### src/hdl/adc_scan_pkg.sv
/*
 * Shared constants and types of the converter control block: special
 * function register addresses, control bit positions, reset values,
 * sequencer states and the bundles that carry the register bus and the
 * request to the analog conversion core.
 * Assumes an 8-bit register bus with 8-bit addresses.
 */
package adc_scan_pkg;

    // register addresses on the special function register bus
    localparam logic [7:0] ADDR_PINS   = 8'hC7;
    localparam logic [7:0] ADDR_CTRL   = 8'hD7;
    localparam logic [7:0] ADDR_SELECT = 8'hE7;
    localparam logic [7:0] ADDR_HIGH   = 8'hF7;

    // low-byte result registers sit at 8'h86 + 8'h10 * n, n = 0 to 7
    localparam logic [3:0] LOW_BYTE_LOW_NIBBLE = 4'h6;
    localparam int unsigned LOW_BYTE_MARK_BIT  = 7;
    localparam int unsigned LOW_BYTE_CH_LSB    = 4;

    // sizes
    localparam int unsigned CH_COUNT = 8;
    localparam int unsigned RES_W    = 10;

    // converter_control bit positions
    localparam int unsigned CTRL_PRESCALE_HI = 7;
    localparam int unsigned CTRL_PRESCALE_LO = 6;
    localparam int unsigned CTRL_RESERVED    = 5;
    localparam int unsigned CTRL_DONE        = 4;
    localparam int unsigned CTRL_START       = 3;
    localparam int unsigned CTRL_CONTINUOUS  = 2;
    localparam int unsigned CTRL_RISE_EN     = 1;
    localparam int unsigned CTRL_FALL_EN     = 0;

    // values after reset
    localparam logic [1:0] PRESCALE_RESET = 2'h0;
    localparam logic [7:0] SELECT_RESET   = 8'h00;
    localparam logic [1:0] HIGH_RESET     = 2'h0;
    localparam logic [7:0] RDATA_RESET    = 8'h00;

    // converter clock divisor for each prescale selection
    localparam logic [3:0] PRESCALE_DIVISOR [0:3] = '{4'h2, 4'h4, 4'h6, 4'h8};

    // synchroniser depth for pin inputs, plus one stage for edge history
    localparam int unsigned SYNC_STAGES = 2;
    localparam logic [2:0]  PRIME_FULL  = 3'h7;

    // scan sequencer states
    typedef enum logic [1:0] {
        ST_IDLE  = 2'b00,
        ST_ISSUE = 2'b01,
        ST_WAIT  = 2'b10
    } scan_state_e;

    // register bus request from the cpu core
    typedef struct packed {
        logic [7:0] addr;
        logic       wr;
        logic       rd;
        logic [7:0] wdata;
    } sfr_req_s;

    // request to the analog conversion core
    typedef struct packed {
        logic       start;
        logic       abort;
        logic [2:0] channel;
    } conv_req_s;

endpackage

### src/hdl/trigger_edge_detect.sv
/*
 * Synchroniser and edge detector for the external trigger input.
 * Assumes the input is asynchronous to i_clock; edges are reported as
 * one-cycle pulses, none during the first cycles after reset release.
 */
`timescale 1ns/1ps
module trigger_edge_detect (
    // clock and reset
    input  wire logic i_clock,
    input  wire logic i_resetn,
    // raw level from the pin
    input  wire logic i_level,
    // edge pulses
    output logic      o_rise,
    output logic      o_fall
);

    logic       meta_ff;
    logic       sync_ff;
    logic       prev_ff;
    logic [2:0] prime_ff;
    logic [2:0] nxt_prime;

    // history must be filled before edges count, else reset looks like an edge
    always_comb begin
        nxt_prime = {prime_ff[1:0], 1'b1};
    end

    // two-stage synchroniser, then one sample of history
    always_ff @(posedge i_clock or negedge i_resetn) begin
        if (!i_resetn) begin
            meta_ff  <= 1'b0;
            sync_ff  <= 1'b0;
            prev_ff  <= 1'b0;
            prime_ff <= 3'h0;
        end else begin
            meta_ff  <= i_level;
            sync_ff  <= meta_ff;
            prev_ff  <= sync_ff;
            prime_ff <= nxt_prime;
        end
    end

    // compare two successive synchronised samples
    assign o_rise = (prime_ff == adc_scan_pkg::PRIME_FULL) && sync_ff && !prev_ff;
    assign o_fall = (prime_ff == adc_scan_pkg::PRIME_FULL) && !sync_ff && prev_ff;

endmodule

### src/hdl/adc_scan_control_regs.sv
/*
 * Control, status and result access of an eight-channel 10-bit converter.
 * Holds converter_control, scan_channel_select, result_high_bits, the
 * per-channel results and the digital view of the shared pins, and runs
 * the autoscan sequencer that drives the analog conversion core.
 * Assumes the cpu core issues single-cycle read and write strobes on the
 * special function register bus, the conversion core answers each start
 * with one done pulse, and i_power_down is a level on i_clock.
 */
`timescale 1ns/1ps

module adc_scan_control_regs (
    // clock and reset
    input  wire logic                    i_clock,
    input  wire logic                    i_resetn,
    // special function register bus
    input  wire adc_scan_pkg::sfr_req_s  i_sfr,
    output logic [7:0]                   o_sfr_rdata,
    // shared pins and trigger
    input  wire logic [7:0]              i_pins,
    input  wire logic                    i_external_trigger_input,
    // analog conversion core
    output adc_scan_pkg::conv_req_s      o_conv,
    input  wire logic                    i_conv_done,
    input  wire logic [9:0]              i_conv_result,
    output logic [3:0]                   o_prescale_divisor,
    // system
    input  wire logic                    i_power_down,
    input  wire logic                    i_irq_enable,
    output logic                         o_irq,
    output logic                         o_capture
);

    adc_scan_pkg::scan_state_e state_ff, nxt_state;
    logic [2:0] channel_ff, nxt_channel;
    logic [7:0] loop_mask_ff, nxt_loop_mask;
    logic       start_ff, nxt_start;
    logic       done_ff, nxt_done;
    logic       conv_start_ff, nxt_conv_start;
    logic       conv_abort_ff, nxt_conv_abort;
    logic       capture_ff, nxt_capture;
    logic [1:0] prescale_ff, nxt_prescale;
    logic       cont_ff, nxt_cont;
    logic       rise_en_ff, nxt_rise_en;
    logic       fall_en_ff, nxt_fall_en;
    logic [7:0] select_ff, nxt_select;
    logic [1:0] high_ff, nxt_high;
    logic [7:0] rdata_ff, nxt_rdata;
    logic [7:0] pin_meta_ff;
    logic [7:0] pin_sync_ff;
    logic [9:0] result_ff [adc_scan_pkg::CH_COUNT];

    logic       trig_rise, trig_fall, trig_start;
    logic       ctrl_wr, sw_set_start, sw_clear_start;
    logic       start_req, stop, loop_done, store;
    logic       low_byte_rd;
    logic [2:0] low_ch;
    logic [1:0] low_pick;
    logic [3:0] first_pick, next_pick, reload_pick;

    // lowest selected channel at or above a start point; bit 3 set means none
    function automatic logic [3:0] pick_channel(input logic [7:0] mask,
                                                input logic [3:0] from);
        logic [3:0] pick;
        pick = 4'h8;
        for (int i = 7; i >= 0; i--) begin
            if (mask[i] && (4'(i) >= from)) begin
                pick = 4'(i);
            end
        end
        return pick;
    endfunction

    trigger_edge_detect trigger_edge_detect_inst (
        .i_clock  (i_clock),
        .i_resetn (i_resetn),
        .i_level  (i_external_trigger_input),
        .o_rise   (trig_rise),
        .o_fall   (trig_fall)
    );

    // request decode
    assign ctrl_wr        = i_sfr.wr && (i_sfr.addr == adc_scan_pkg::ADDR_CTRL);
    assign sw_set_start   = ctrl_wr && i_sfr.wdata[adc_scan_pkg::CTRL_START];
    assign sw_clear_start = ctrl_wr && !i_sfr.wdata[adc_scan_pkg::CTRL_START];
    assign trig_start     = (trig_rise && rise_en_ff)
                          || (trig_fall && fall_en_ff);
    // a start is only taken from a stopped, powered block with a mask
    assign start_req = (sw_set_start || (!ctrl_wr && trig_start))
                     && !start_ff && (select_ff != 8'h00) && !i_power_down;
    // software clear or power reduction ends the scan
    assign stop = start_ff && (sw_clear_start || i_power_down);

    // low-byte result address decode: 8'h86, 8'h96 ... 8'hF6
    assign low_byte_rd = i_sfr.rd && i_sfr.addr[adc_scan_pkg::LOW_BYTE_MARK_BIT]
                       && (i_sfr.addr[3:0] == adc_scan_pkg::LOW_BYTE_LOW_NIBBLE);
    assign low_ch   = i_sfr.addr[adc_scan_pkg::LOW_BYTE_CH_LSB +: 3];
    assign low_pick = result_ff[low_ch][9:8];

    // channel search; ascending order falls out of picking the lowest
    assign first_pick  = pick_channel(select_ff, 4'h0);
    assign next_pick   = pick_channel(loop_mask_ff, {1'b0, channel_ff} + 4'h1);
    assign reload_pick = first_pick;

    // autoscan sequencer next state
    always_comb begin
        nxt_state      = state_ff;
        nxt_channel    = channel_ff;
        nxt_loop_mask  = loop_mask_ff;
        nxt_conv_start = 1'b0;
        nxt_conv_abort = 1'b0;
        loop_done      = 1'b0;
        store          = 1'b0;
        case (state_ff)
            adc_scan_pkg::ST_IDLE: begin
                if (start_req) begin
                    nxt_loop_mask = select_ff;  // mask frozen per loop
                    nxt_channel   = first_pick[2:0];
                    nxt_state     = adc_scan_pkg::ST_ISSUE;
                end
            end
            adc_scan_pkg::ST_ISSUE: begin
                nxt_conv_start = 1'b1;
                nxt_state      = adc_scan_pkg::ST_WAIT;
            end
            adc_scan_pkg::ST_WAIT: begin
                if (i_conv_done) begin
                    store = 1'b1;
                    if (!next_pick[3]) begin
                        nxt_channel = next_pick[2:0];  // skip unselected
                        nxt_state   = adc_scan_pkg::ST_ISSUE;
                    end else begin
                        loop_done = 1'b1;
                        // new mask only picked up here, at the loop boundary
                        if (cont_ff && (select_ff != 8'h00)) begin
                            nxt_loop_mask = select_ff;
                            nxt_channel   = reload_pick[2:0];
                            nxt_state     = adc_scan_pkg::ST_ISSUE;
                        end else begin
                            nxt_state = adc_scan_pkg::ST_IDLE;
                        end
                    end
                end
            end
            default: begin
                nxt_state = adc_scan_pkg::ST_IDLE;
            end
        endcase
        // abort beats a completion in the same cycle; its result is dropped
        if (stop) begin
            nxt_state      = adc_scan_pkg::ST_IDLE;
            nxt_conv_start = 1'b0;
            nxt_conv_abort = (state_ff != adc_scan_pkg::ST_IDLE);
            loop_done      = 1'b0;
            store          = 1'b0;
        end
    end

    // start bit and scan done flag next values
    always_comb begin
        nxt_start = start_ff;
        if (start_req) begin
            nxt_start = 1'b1;
        end
        if (loop_done && (nxt_state == adc_scan_pkg::ST_IDLE)) begin
            nxt_start = 1'b0;  // one-time pass over, or continuous with no mask
        end
        if (stop) begin
            nxt_start = 1'b0;
        end
        nxt_done = done_ff;
        if (ctrl_wr && !i_sfr.wdata[adc_scan_pkg::CTRL_DONE]) begin
            nxt_done = 1'b0;  // a written one is simply ignored
        end
        if (loop_done) begin
            nxt_done = 1'b1;  // set wins over a clear in the same cycle
        end
        nxt_capture = trig_start;  // capture even when the start is refused
    end

    // sequencer and status registers; control state cleared by reset
    always_ff @(posedge i_clock or negedge i_resetn) begin
        if (!i_resetn) begin
            state_ff      <= adc_scan_pkg::ST_IDLE;
            channel_ff    <= 3'h0;
            loop_mask_ff  <= adc_scan_pkg::SELECT_RESET;
            start_ff      <= 1'b0;
            done_ff       <= 1'b0;
            conv_start_ff <= 1'b0;
            conv_abort_ff <= 1'b0;
            capture_ff    <= 1'b0;
        end else begin
            state_ff      <= nxt_state;
            channel_ff    <= nxt_channel;
            loop_mask_ff  <= nxt_loop_mask;
            start_ff      <= nxt_start;
            done_ff       <= nxt_done;
            conv_start_ff <= nxt_conv_start;
            conv_abort_ff <= nxt_conv_abort;
            capture_ff    <= nxt_capture;
        end
    end

    // configuration writes; bit 5 is not stored, software keeps it zero
    always_comb begin
        nxt_prescale = prescale_ff;
        nxt_cont     = cont_ff;
        nxt_rise_en  = rise_en_ff;
        nxt_fall_en  = fall_en_ff;
        nxt_select   = select_ff;
        if (ctrl_wr) begin
            nxt_prescale = i_sfr.wdata[adc_scan_pkg::CTRL_PRESCALE_HI:
                                       adc_scan_pkg::CTRL_PRESCALE_LO];
            nxt_cont     = i_sfr.wdata[adc_scan_pkg::CTRL_CONTINUOUS];
            nxt_rise_en  = i_sfr.wdata[adc_scan_pkg::CTRL_RISE_EN];
            nxt_fall_en  = i_sfr.wdata[adc_scan_pkg::CTRL_FALL_EN];
        end
        if (i_sfr.wr && (i_sfr.addr == adc_scan_pkg::ADDR_SELECT)) begin
            nxt_select = i_sfr.wdata;
        end
    end

    // configuration registers, all zero after reset
    always_ff @(posedge i_clock or negedge i_resetn) begin
        if (!i_resetn) begin
            prescale_ff <= adc_scan_pkg::PRESCALE_RESET;  // divide by 2
            cont_ff     <= 1'b0;
            rise_en_ff  <= 1'b0;
            fall_en_ff  <= 1'b0;
            select_ff   <= adc_scan_pkg::SELECT_RESET;
        end else begin
            prescale_ff <= nxt_prescale;
            cont_ff     <= nxt_cont;
            rise_en_ff  <= nxt_rise_en;
            fall_en_ff  <= nxt_fall_en;
            select_ff   <= nxt_select;
        end
    end

    // read mux; data answers one cycle after the read strobe
    always_comb begin
        nxt_high  = high_ff;
        nxt_rdata = 8'h00;  // unmapped addresses read zero
        if (i_sfr.rd) begin
            case (i_sfr.addr)
                adc_scan_pkg::ADDR_PINS: begin
                    nxt_rdata = pin_sync_ff;  // pure read, no side effect
                end
                adc_scan_pkg::ADDR_CTRL: begin
                    nxt_rdata = {prescale_ff, 1'b0, done_ff, start_ff,
                                 cont_ff, rise_en_ff, fall_en_ff};
                end
                adc_scan_pkg::ADDR_SELECT: begin
                    nxt_rdata = select_ff;
                end
                adc_scan_pkg::ADDR_HIGH: begin
                    nxt_rdata = {6'h00, high_ff};
                end
                default: begin
                    if (low_byte_rd) begin
                        nxt_rdata = result_ff[low_ch][7:0];
                        nxt_high  = low_pick;  // held until the next low-byte read
                    end
                end
            endcase
        end
    end

    // read data and latched upper result bits
    always_ff @(posedge i_clock or negedge i_resetn) begin
        if (!i_resetn) begin
            high_ff  <= adc_scan_pkg::HIGH_RESET;
            rdata_ff <= adc_scan_pkg::RDATA_RESET;
        end else begin
            high_ff  <= nxt_high;
            rdata_ff <= nxt_rdata;
        end
    end

    // pin view: two-stage sync with no reset so reset leaves it alone
    always_ff @(posedge i_clock) begin
        pin_meta_ff <= i_pins;
        pin_sync_ff <= pin_meta_ff;
    end

    // per-channel result storage; no reset so results survive it
    for (genvar g = 0; g < adc_scan_pkg::CH_COUNT; g++) begin : g_result
        logic [9:0] nxt_result;
        always_comb begin
            nxt_result = result_ff[g];
            if (store && (channel_ff == 3'(g))) begin
                nxt_result = i_conv_result;
            end
        end
        always_ff @(posedge i_clock) begin
            result_ff[g] <= nxt_result;
        end
    end

    // outputs
    assign o_sfr_rdata        = rdata_ff;
    assign o_conv             = '{start: conv_start_ff, abort: conv_abort_ff,
                                  channel: channel_ff};
    assign o_prescale_divisor = adc_scan_pkg::PRESCALE_DIVISOR[prescale_ff];
    assign o_irq              = done_ff && i_irq_enable;
    assign o_capture          = capture_ff;

    // checks on the upper result register
    a_high_upper_zero: assert property (@(posedge i_clock) disable iff (!i_resetn)
        (i_sfr.rd && (i_sfr.addr == adc_scan_pkg::ADDR_HIGH)) |=> (o_sfr_rdata[7:2] == 6'h00))
        else $error("upper result register read nonzero high bits");
    a_high_bits_latch: assert property (@(posedge i_clock) disable iff (!i_resetn)
        (low_byte_rd |=> (high_ff == $past(low_pick))) and ((i_sfr.rd && (i_sfr.addr ==
        adc_scan_pkg::ADDR_HIGH)) |=> (o_sfr_rdata[1:0] == $past(high_ff))))
        else $error("upper bits not latched from the low-byte read");

    // checks on starting and stopping
    a_no_start_empty: assert property (@(posedge i_clock) disable iff (!i_resetn)
        (!start_ff && (select_ff == 8'h00)) |=> !start_ff)
        else $error("scan started with an empty channel mask");
    a_start_taken: assert property (@(posedge i_clock) disable iff (!i_resetn)
        start_req |=> start_ff ##1 (o_conv.start || !start_ff))
        else $error("start request did not begin a conversion");
    a_ignore_restart: assert property (@(posedge i_clock) disable iff (!i_resetn)
        ((state_ff == adc_scan_pkg::ST_WAIT) && !i_conv_done && !stop)
        |=> ($stable(channel_ff) && $stable(loop_mask_ff) && start_ff))
        else $error("running scan disturbed by a start or mask write");
    a_abort_on_stop: assert property (@(posedge i_clock) disable iff (!i_resetn)
        (stop && (state_ff != adc_scan_pkg::ST_IDLE))
        |=> (o_conv.abort && !start_ff && (state_ff == adc_scan_pkg::ST_IDLE)))
        else $error("clearing start did not abort the conversion");
    a_oneshot_clear: assert property (@(posedge i_clock) disable iff (!i_resetn)
        (loop_done && !cont_ff) |=> !start_ff)
        else $error("one-time scan left the start bit set");
    a_cont_keeps: assert property (@(posedge i_clock) disable iff (!i_resetn)
        (loop_done && cont_ff && (select_ff != 8'h00)) |=> (start_ff ##1 (o_conv.start || !start_ff)))
        else $error("continuous scan did not restart");

    // checks on channel choice and flags
    a_scan_skips: assert property (@(posedge i_clock) disable iff (!i_resetn)
        o_conv.start |-> loop_mask_ff[o_conv.channel])
        else $error("unselected channel was converted");
    a_scan_ascends: assert property (@(posedge i_clock) disable iff (!i_resetn)
        ((state_ff == adc_scan_pkg::ST_WAIT) && i_conv_done && !stop && !next_pick[3])
        |=> (channel_ff > $past(channel_ff)))
        else $error("channel order broken");
    a_done_sets_flag: assert property (@(posedge i_clock) disable iff (!i_resetn)
        loop_done |=> (done_ff && (o_irq == i_irq_enable)))
        else $error("scan done flag or interrupt missing after loop");
    a_flag_no_sw_set: assert property (@(posedge i_clock) disable iff (!i_resetn)
        (!done_ff && !loop_done) |=> !done_ff)
        else $error("scan done flag set without a finished loop");
    a_capture_edges: assert property (@(posedge i_clock) disable iff (!i_resetn)
        ((trig_rise && rise_en_ff) || (trig_fall && fall_en_ff)) |=> o_capture)
        else $error("enabled trigger edge gave no capture pulse");

endmodule

### config.mk
export PLATFORM = sky130hd
export DESIGN_NAME = adc_scan_control_regs
export DESIGN_NICKNAME = d
export VERILOG_FILES = /design/src/hdl/adc_scan_pkg.sv /design/src/hdl/trigger_edge_detect.sv /design/src/hdl/adc_scan_control_regs.sv
export SDC_FILE = /design/constraint.sdc
export NUM_CORES = 1
export LEC_CHECK = 0
export ABC_AREA = 0
export BUFFER_PORTS_ARGS = -buffer_cell sky130_fd_sc_hd__buf_2
export CAP_MARGIN = 10
export CORE_UTILIZATION = 58
export DETAILED_ROUTE_END_ITERATION = 8
export PLACE_DENSITY = 0.79
export SLEW_MARGIN = 15
export SYNTH_ARGS = -nofsm -noshare
export SYNTH_HDL_FRONTEND = slang
export SYNTH_SLANG_ARGS = --single-unit
export TNS_END_PERCENT = 50
### constraint.sdc
create_clock -name i_clock -period 3.35 [get_ports i_clock]
set_input_delay 0.335 -clock i_clock [delete_from_list [all_inputs] [get_ports i_clock]]
set_output_delay 0.335 -clock i_clock [all_outputs]
set_load 0.02 [all_outputs]
# Word level (Yosys, flattened, before mapping)
# Memory sizes are Yosys's and may differ from the RTL's.
# Index checks and enable logic that the tools add are counted.
# totals
elab_cells	210
memories	1
ff_bits	63
input_bits	42
mem_bits_rw	80
out_inout_bits	19
# op_classes
n_bitwise	2
muxes	82
eq_ne	28
n_reduce_logical	66
magnitude_cmp	9
addsub	1
# mem_list
name	words	width	rd	rd_clocked_by_memory_dff	write_ports	line_no	source
result_ff	8	10	1	0	1	adc_scan_control_regs.sv:51	logic [9:0] result_ff [adc_scan_pkg::CH_COUNT];
# op_table
op	n
2-to-1 mux 10 bit	15
OR reduction 10 bit	7
2-to-1 mux 3 bit	19
2-to-1 mux 8 bit	6
2-to-1 mux 4 bit	10
logical AND 1 bit	37
== test 8 bit, second input constant	4
one-hot mux 8 bit (4 select lines)	1
2-to-1 mux 1 bit	24
>= comparator 3 x 4 -> 1 bit, first input constant	4
one-hot mux 8 bit (2 select lines)	1
== test 3 bit, second input constant	5
binary-select mux 4 bit (select 2 bit)	1
>= comparator 1 x 4 -> 1 bit, first input constant	2
>= comparator 2 x 4 -> 1 bit, first input constant	2
!= test 1 bit, second input constant	8
!= test 2 bit, second input constant	4
nonzero test 8 bit	1
zero test 1 bit	7
== test 3 x 2 -> 1 bit, second input constant	2
2-to-1 mux 2 bit	3
one-hot mux 2 bit (3 select lines)	1
one-hot mux 3 bit (2 select lines)	1
nonzero test 2 bit	3
other kinds (17)	20

# Depth between registers and ports, before layout
# depth
depth_word	19
ltp_mapped	10
depth_no_buf	8

# Cells and area by module
# A second synthesis with hierarchy kept.
# hier_totals
cells_unflattened	357
hier_area_um2	5835.6
# modules_own_cells
mod	cells_each	n_inst	area_per_inst_um2
adc_scan_control_regs	347	1	5646.7
trigger_edge_detect	10	1	188.9

# Worst setup path after synthesis
# OpenSTA, ideal clock, no wires.
# synth_timing
kind	register to register
startpoint	register channel_ff[1]
endpoint	register loop_mask_ff[0]
t_arrival_ns	2.524
setup_slack_ns	0.701
stages_incl_launch_ff	9
setup_ns	0.125
path_buffers	1
t_required_ns	3.225
cell_sequence	dfrtp_1 ha_1 ha_1 nand2b_1 a311oi_4 nand2_2 o32a_1 buf_6 mux2_4
# synth_via
elab_chain_len	13
# synth_rtl
element	line_no	source
start: declaration	adc_scan_control_regs.sv:35	logic [2:0] channel_ff, nxt_channel;
start signal: assignment	adc_scan_control_regs.sv:194	channel_ff <= nxt_channel;
adder 3 x 1 -> 4 bit *	adc_scan_control_regs.sv:102	assign next_pick = pick_channel(loop_mask_ff, {1'b0, channel_ff} + 4'h1);
>= comparator 3 x 4 -> 1 bit	adc_scan_control_regs.sv:67	if (mask[i] && (4'(i) >= from)) begin
logical AND 1 bit	adc_scan_control_regs.sv:67	
2-to-1 mux 4 bit (7 in a row)	adc_scan_control_regs.sv:67	
2-to-1 mux 4 bit *	adc_scan_control_regs.sv:67	
!= test 2 bit (no source line) *	-	
AND reduction 5 bit (no source line) *	-	
end signal: assignment	adc_scan_control_regs.sv:186	loop_mask_ff <= adc_scan_pkg::SELECT_RESET;
end signal: assignment	adc_scan_control_regs.sv:195	loop_mask_ff <= nxt_loop_mask;
end: declaration	adc_scan_control_regs.sv:36	logic [7:0] loop_mask_ff, nxt_loop_mask;
# Mark *: on every way between the ends. The rest lies on a longest branch, timed or not.
# A chain may end at the register's enable or synchronous reset.

# Final worst setup path
# layout_timing
startpoint	register channel_ff[1]
endpoint	register loop_mask_ff[4]
# Same word-level chain as after synthesis.

==> results.ini <==
[cells_and_area]
drive_gt1_frac=0.307
diodes=0
final_nets=501
area_growth_pct=19.3

[global_route]
grt_pass1_vias=3423
grt_max_degree=48
antenna_found_initial=0
gr-total-overflow=0
grt_use_total=0.260
grt_pass1_wl_um=18800

[clock_network]
cts.sinks=143
clock_latency_ps=520
cts_hold_buf=9
cts_htree_levels=4
path_clk_slew_ps=60
cts_tree=done
cts_buffers=17
cts_resized=0
root_buffer=clkbuf_8
cts_buffer_depth=2
cts_setup_buffers=0

[drt]
antenna_left=0
wl_per_cell_um=21.2
drt-total-wl_um=12600
dr.pass1.iters=4
drc_errors=0
dr_wl_met3_um=809
wl_met1_um=5200
viasPerCell=5.86
dr_wl_met2_um=6450
drt_iter0_markers=235
highest_layer=met4
vias=3484

[synth]
syn_avg_cell_area_um2=15.8
synthDistinctLibCells=49
syn_nets=423
yosysSeqAreaShare=0.666
yosysWarnings=0
synthDominantCellAreaShare=0.410
synth_edf_count=80
netlist_area_mm2=0.00585
ys_ff_latch=143
synthFlopType=edfxtp_1
synth_cells=371
synth_top_area_cell=edfxtp_1
yosys-top-cells-area=edfxtp_1 41%, dfrtp_1 20%, mux4_2 8.5%
postSynth.asyncResetShare=0.329

[sta]
slew_headroom=0.592
finalCriticalPeriod_ps=2850
setup_viol=0
drv_slew=0
fin_hold_ws_ps=27.3
tns_ps=0
worst_pin_slew_ps=612
skew_ps=7.20
fin_crit_sh=0.852
final-hold-violation-count=0
grt_setup_unrepaired=false
max_freq_mhz=350
layout_setup_ws_ps=496

[placement]
pre_cts_ws_ps=501
routabilityCongestion=0.875
dpl.hpwl_um=7820
port_buffers=59

[min_path]
holdPathStages=3
min_path_type=primary input to flip-flop

[power]
ir_drop_mv=0.493
fin_total_pwr_uw=3990
p_leak_uw=0.00289
power.density_mw_per_mm2=572

[outcome]
outcome=complete, no violations

[die]
ios=61
dieArea_mm2=0.0105
start_util=0.599
core_mm2=0.00977
dieHeight_um=102
row_count=36
die_w_um=102

[flow_run]
cap_violations=0

[worst_setup_path]
arrival_ps=3260
crit_type=flip-flop to flip-flop
endpoint_kind=flip-flop
crit_path_max_fanout=11
cp.required_ps=3760
rr_worst_depth=7
cp-start-kind=flip-flop

==> logic make-up after synthesis <==
group,after synthesis,synth area share
other,2,0.00128
muxes,59,0.157
AOI/OAI and AO/OA,51,0.0581
DFF,143,0.666
adders and majority gates,10,0.0214
buffers and inverters,23,0.0192
and+or+nand+nor,83,0.0774
==> routing by layer <==
layer / global-route usage / up-vias
met5: 0 / -
met4: 0.0802 / 0
met3: 0.0814 / 12
met2: 0.422 / 140
met1: 0.337 / 1769
li1: - / 1563
==> report_power, final <==
group          total [uW]  internal, uW  switching [uW]
logic                 215          96.0             119
clock network        1860          1140             722
registers            1910          1890            25.8
total                3990          3120             867
==> final timing paths <==
check | start | end | slack [ps]
setup / recovery | channel_ff[1]$_DFFE_PN0P_ | loop_mask_ff[4]$_DFFE_PN0P_ | 500
setup reg to reg | channel_ff[1]$_DFFE_PN0P_ | loop_mask_ff[4]$_DFFE_PN0P_ | 500
hold / removal | i_sfr[2] | cont_ff$_DFFE_PN0P_ | 30
hold reg to reg | pin_meta_ff[3]$_DFF_P_ | pin_sync_ff[3]$_DFF_P_ | 330
min in group asynchronous | i_resetn | trigger_edge_detect_inst.meta_ff$_DFF_PN0_ | 390
max in group asynchronous | i_resetn | conv_abort_ff$_DFF_PN0_ | 2560
==> per-stage QoR <==
step	utilization	area, um2	cells
6_report	0.714	6980	595
5_1_grt	0.714	6980	595
4_1_cts	0.713	6970	594
3_5_place_dp	0.642	6280	553
3_3_place_gp	0.642	6280	553
2_1_floorplan	-	5850	371
==> cell usage after synthesis (2+ instances only) <==
cell	count
edfxtp_1	80
dfrtp_1	47
mux4_2	22
mux2i_1	20
nand2_1	18
dfxtp_1	16
a21oi_1	13
and2_1	13
nor2_1	13
o21ai_0	11
ha_1	10
mux2_2	9
mux2_4	8
o22ai_1	8
and3_1	6
clkbuf_1	6
inv_1	6
nand2b_1	5
nand3_1	5
nand3b_1	5
buf_4	4
nor3_1	4
o21bai_1	4
buf_1	3
buf_2	3
nor2b_1	3
o21a_1	3
conb_1	2
nand4_1	2
nor4_1	2
o32ai_1	2
==> cell usage in the layout, fill, tap and decap left out, types with 4 or more instances in the layout <==
cell type / count
a21oi_1: 13
mux4_2: 22
buf_4: 8
edfxtp_1: 80
mux2_2: 9
dlygate4sd3_1: 10
dfxtp_1: 16
nand2_1: 18
nand3_1: 5
and2_1: 13
nor3_1: 4
inv_1: 6
ha_1: 10
o22ai_1: 8
mux2i_1: 20
o21ai_0: 11
nor2_1: 13
o21bai_1: 4
buf_2: 58
dfrtp_1: 47
and3_1: 6
mux2_4: 8
nand2b_1: 5
nand3b_1: 5
clkbuf_16: 19
==> area by class of cell <==
cell class | instances | area [um2]
timing repair buffer | 76 | 450
inverter | 6 | 22.5
clock inverter | 11 | 97.6
sequential | 143 | 3900
tap | 133 | 166
clock buffer | 21 | 503
multi-input combinational | 205 | 1840
fill | 624 | 2790
==> sequential cells by signal, indices dropped and copies added, names as in the netlist, 2 cells and up <==
register and cells:
trigger_edge_detect_inst.prime_ff 3, result_ff 80, channel_ff 3, prescale_ff 2, state_ff 2, o_sfr_rdata 8, pin_sync_ff 8, high_ff 2
pin_meta_ff 8, select_ff 8, loop_mask_ff 8
==> critical path, stage by stage, from the launching register on <==
cell and delay (ps):
dfrtp_1 500, ha_1 260, ha_1 330, nand2b_1 230, a311oi_4 410, nand2_2 110, o32a_1 540, mux2_4 370
No activity file was read; power rests on OpenSTA's default activity.
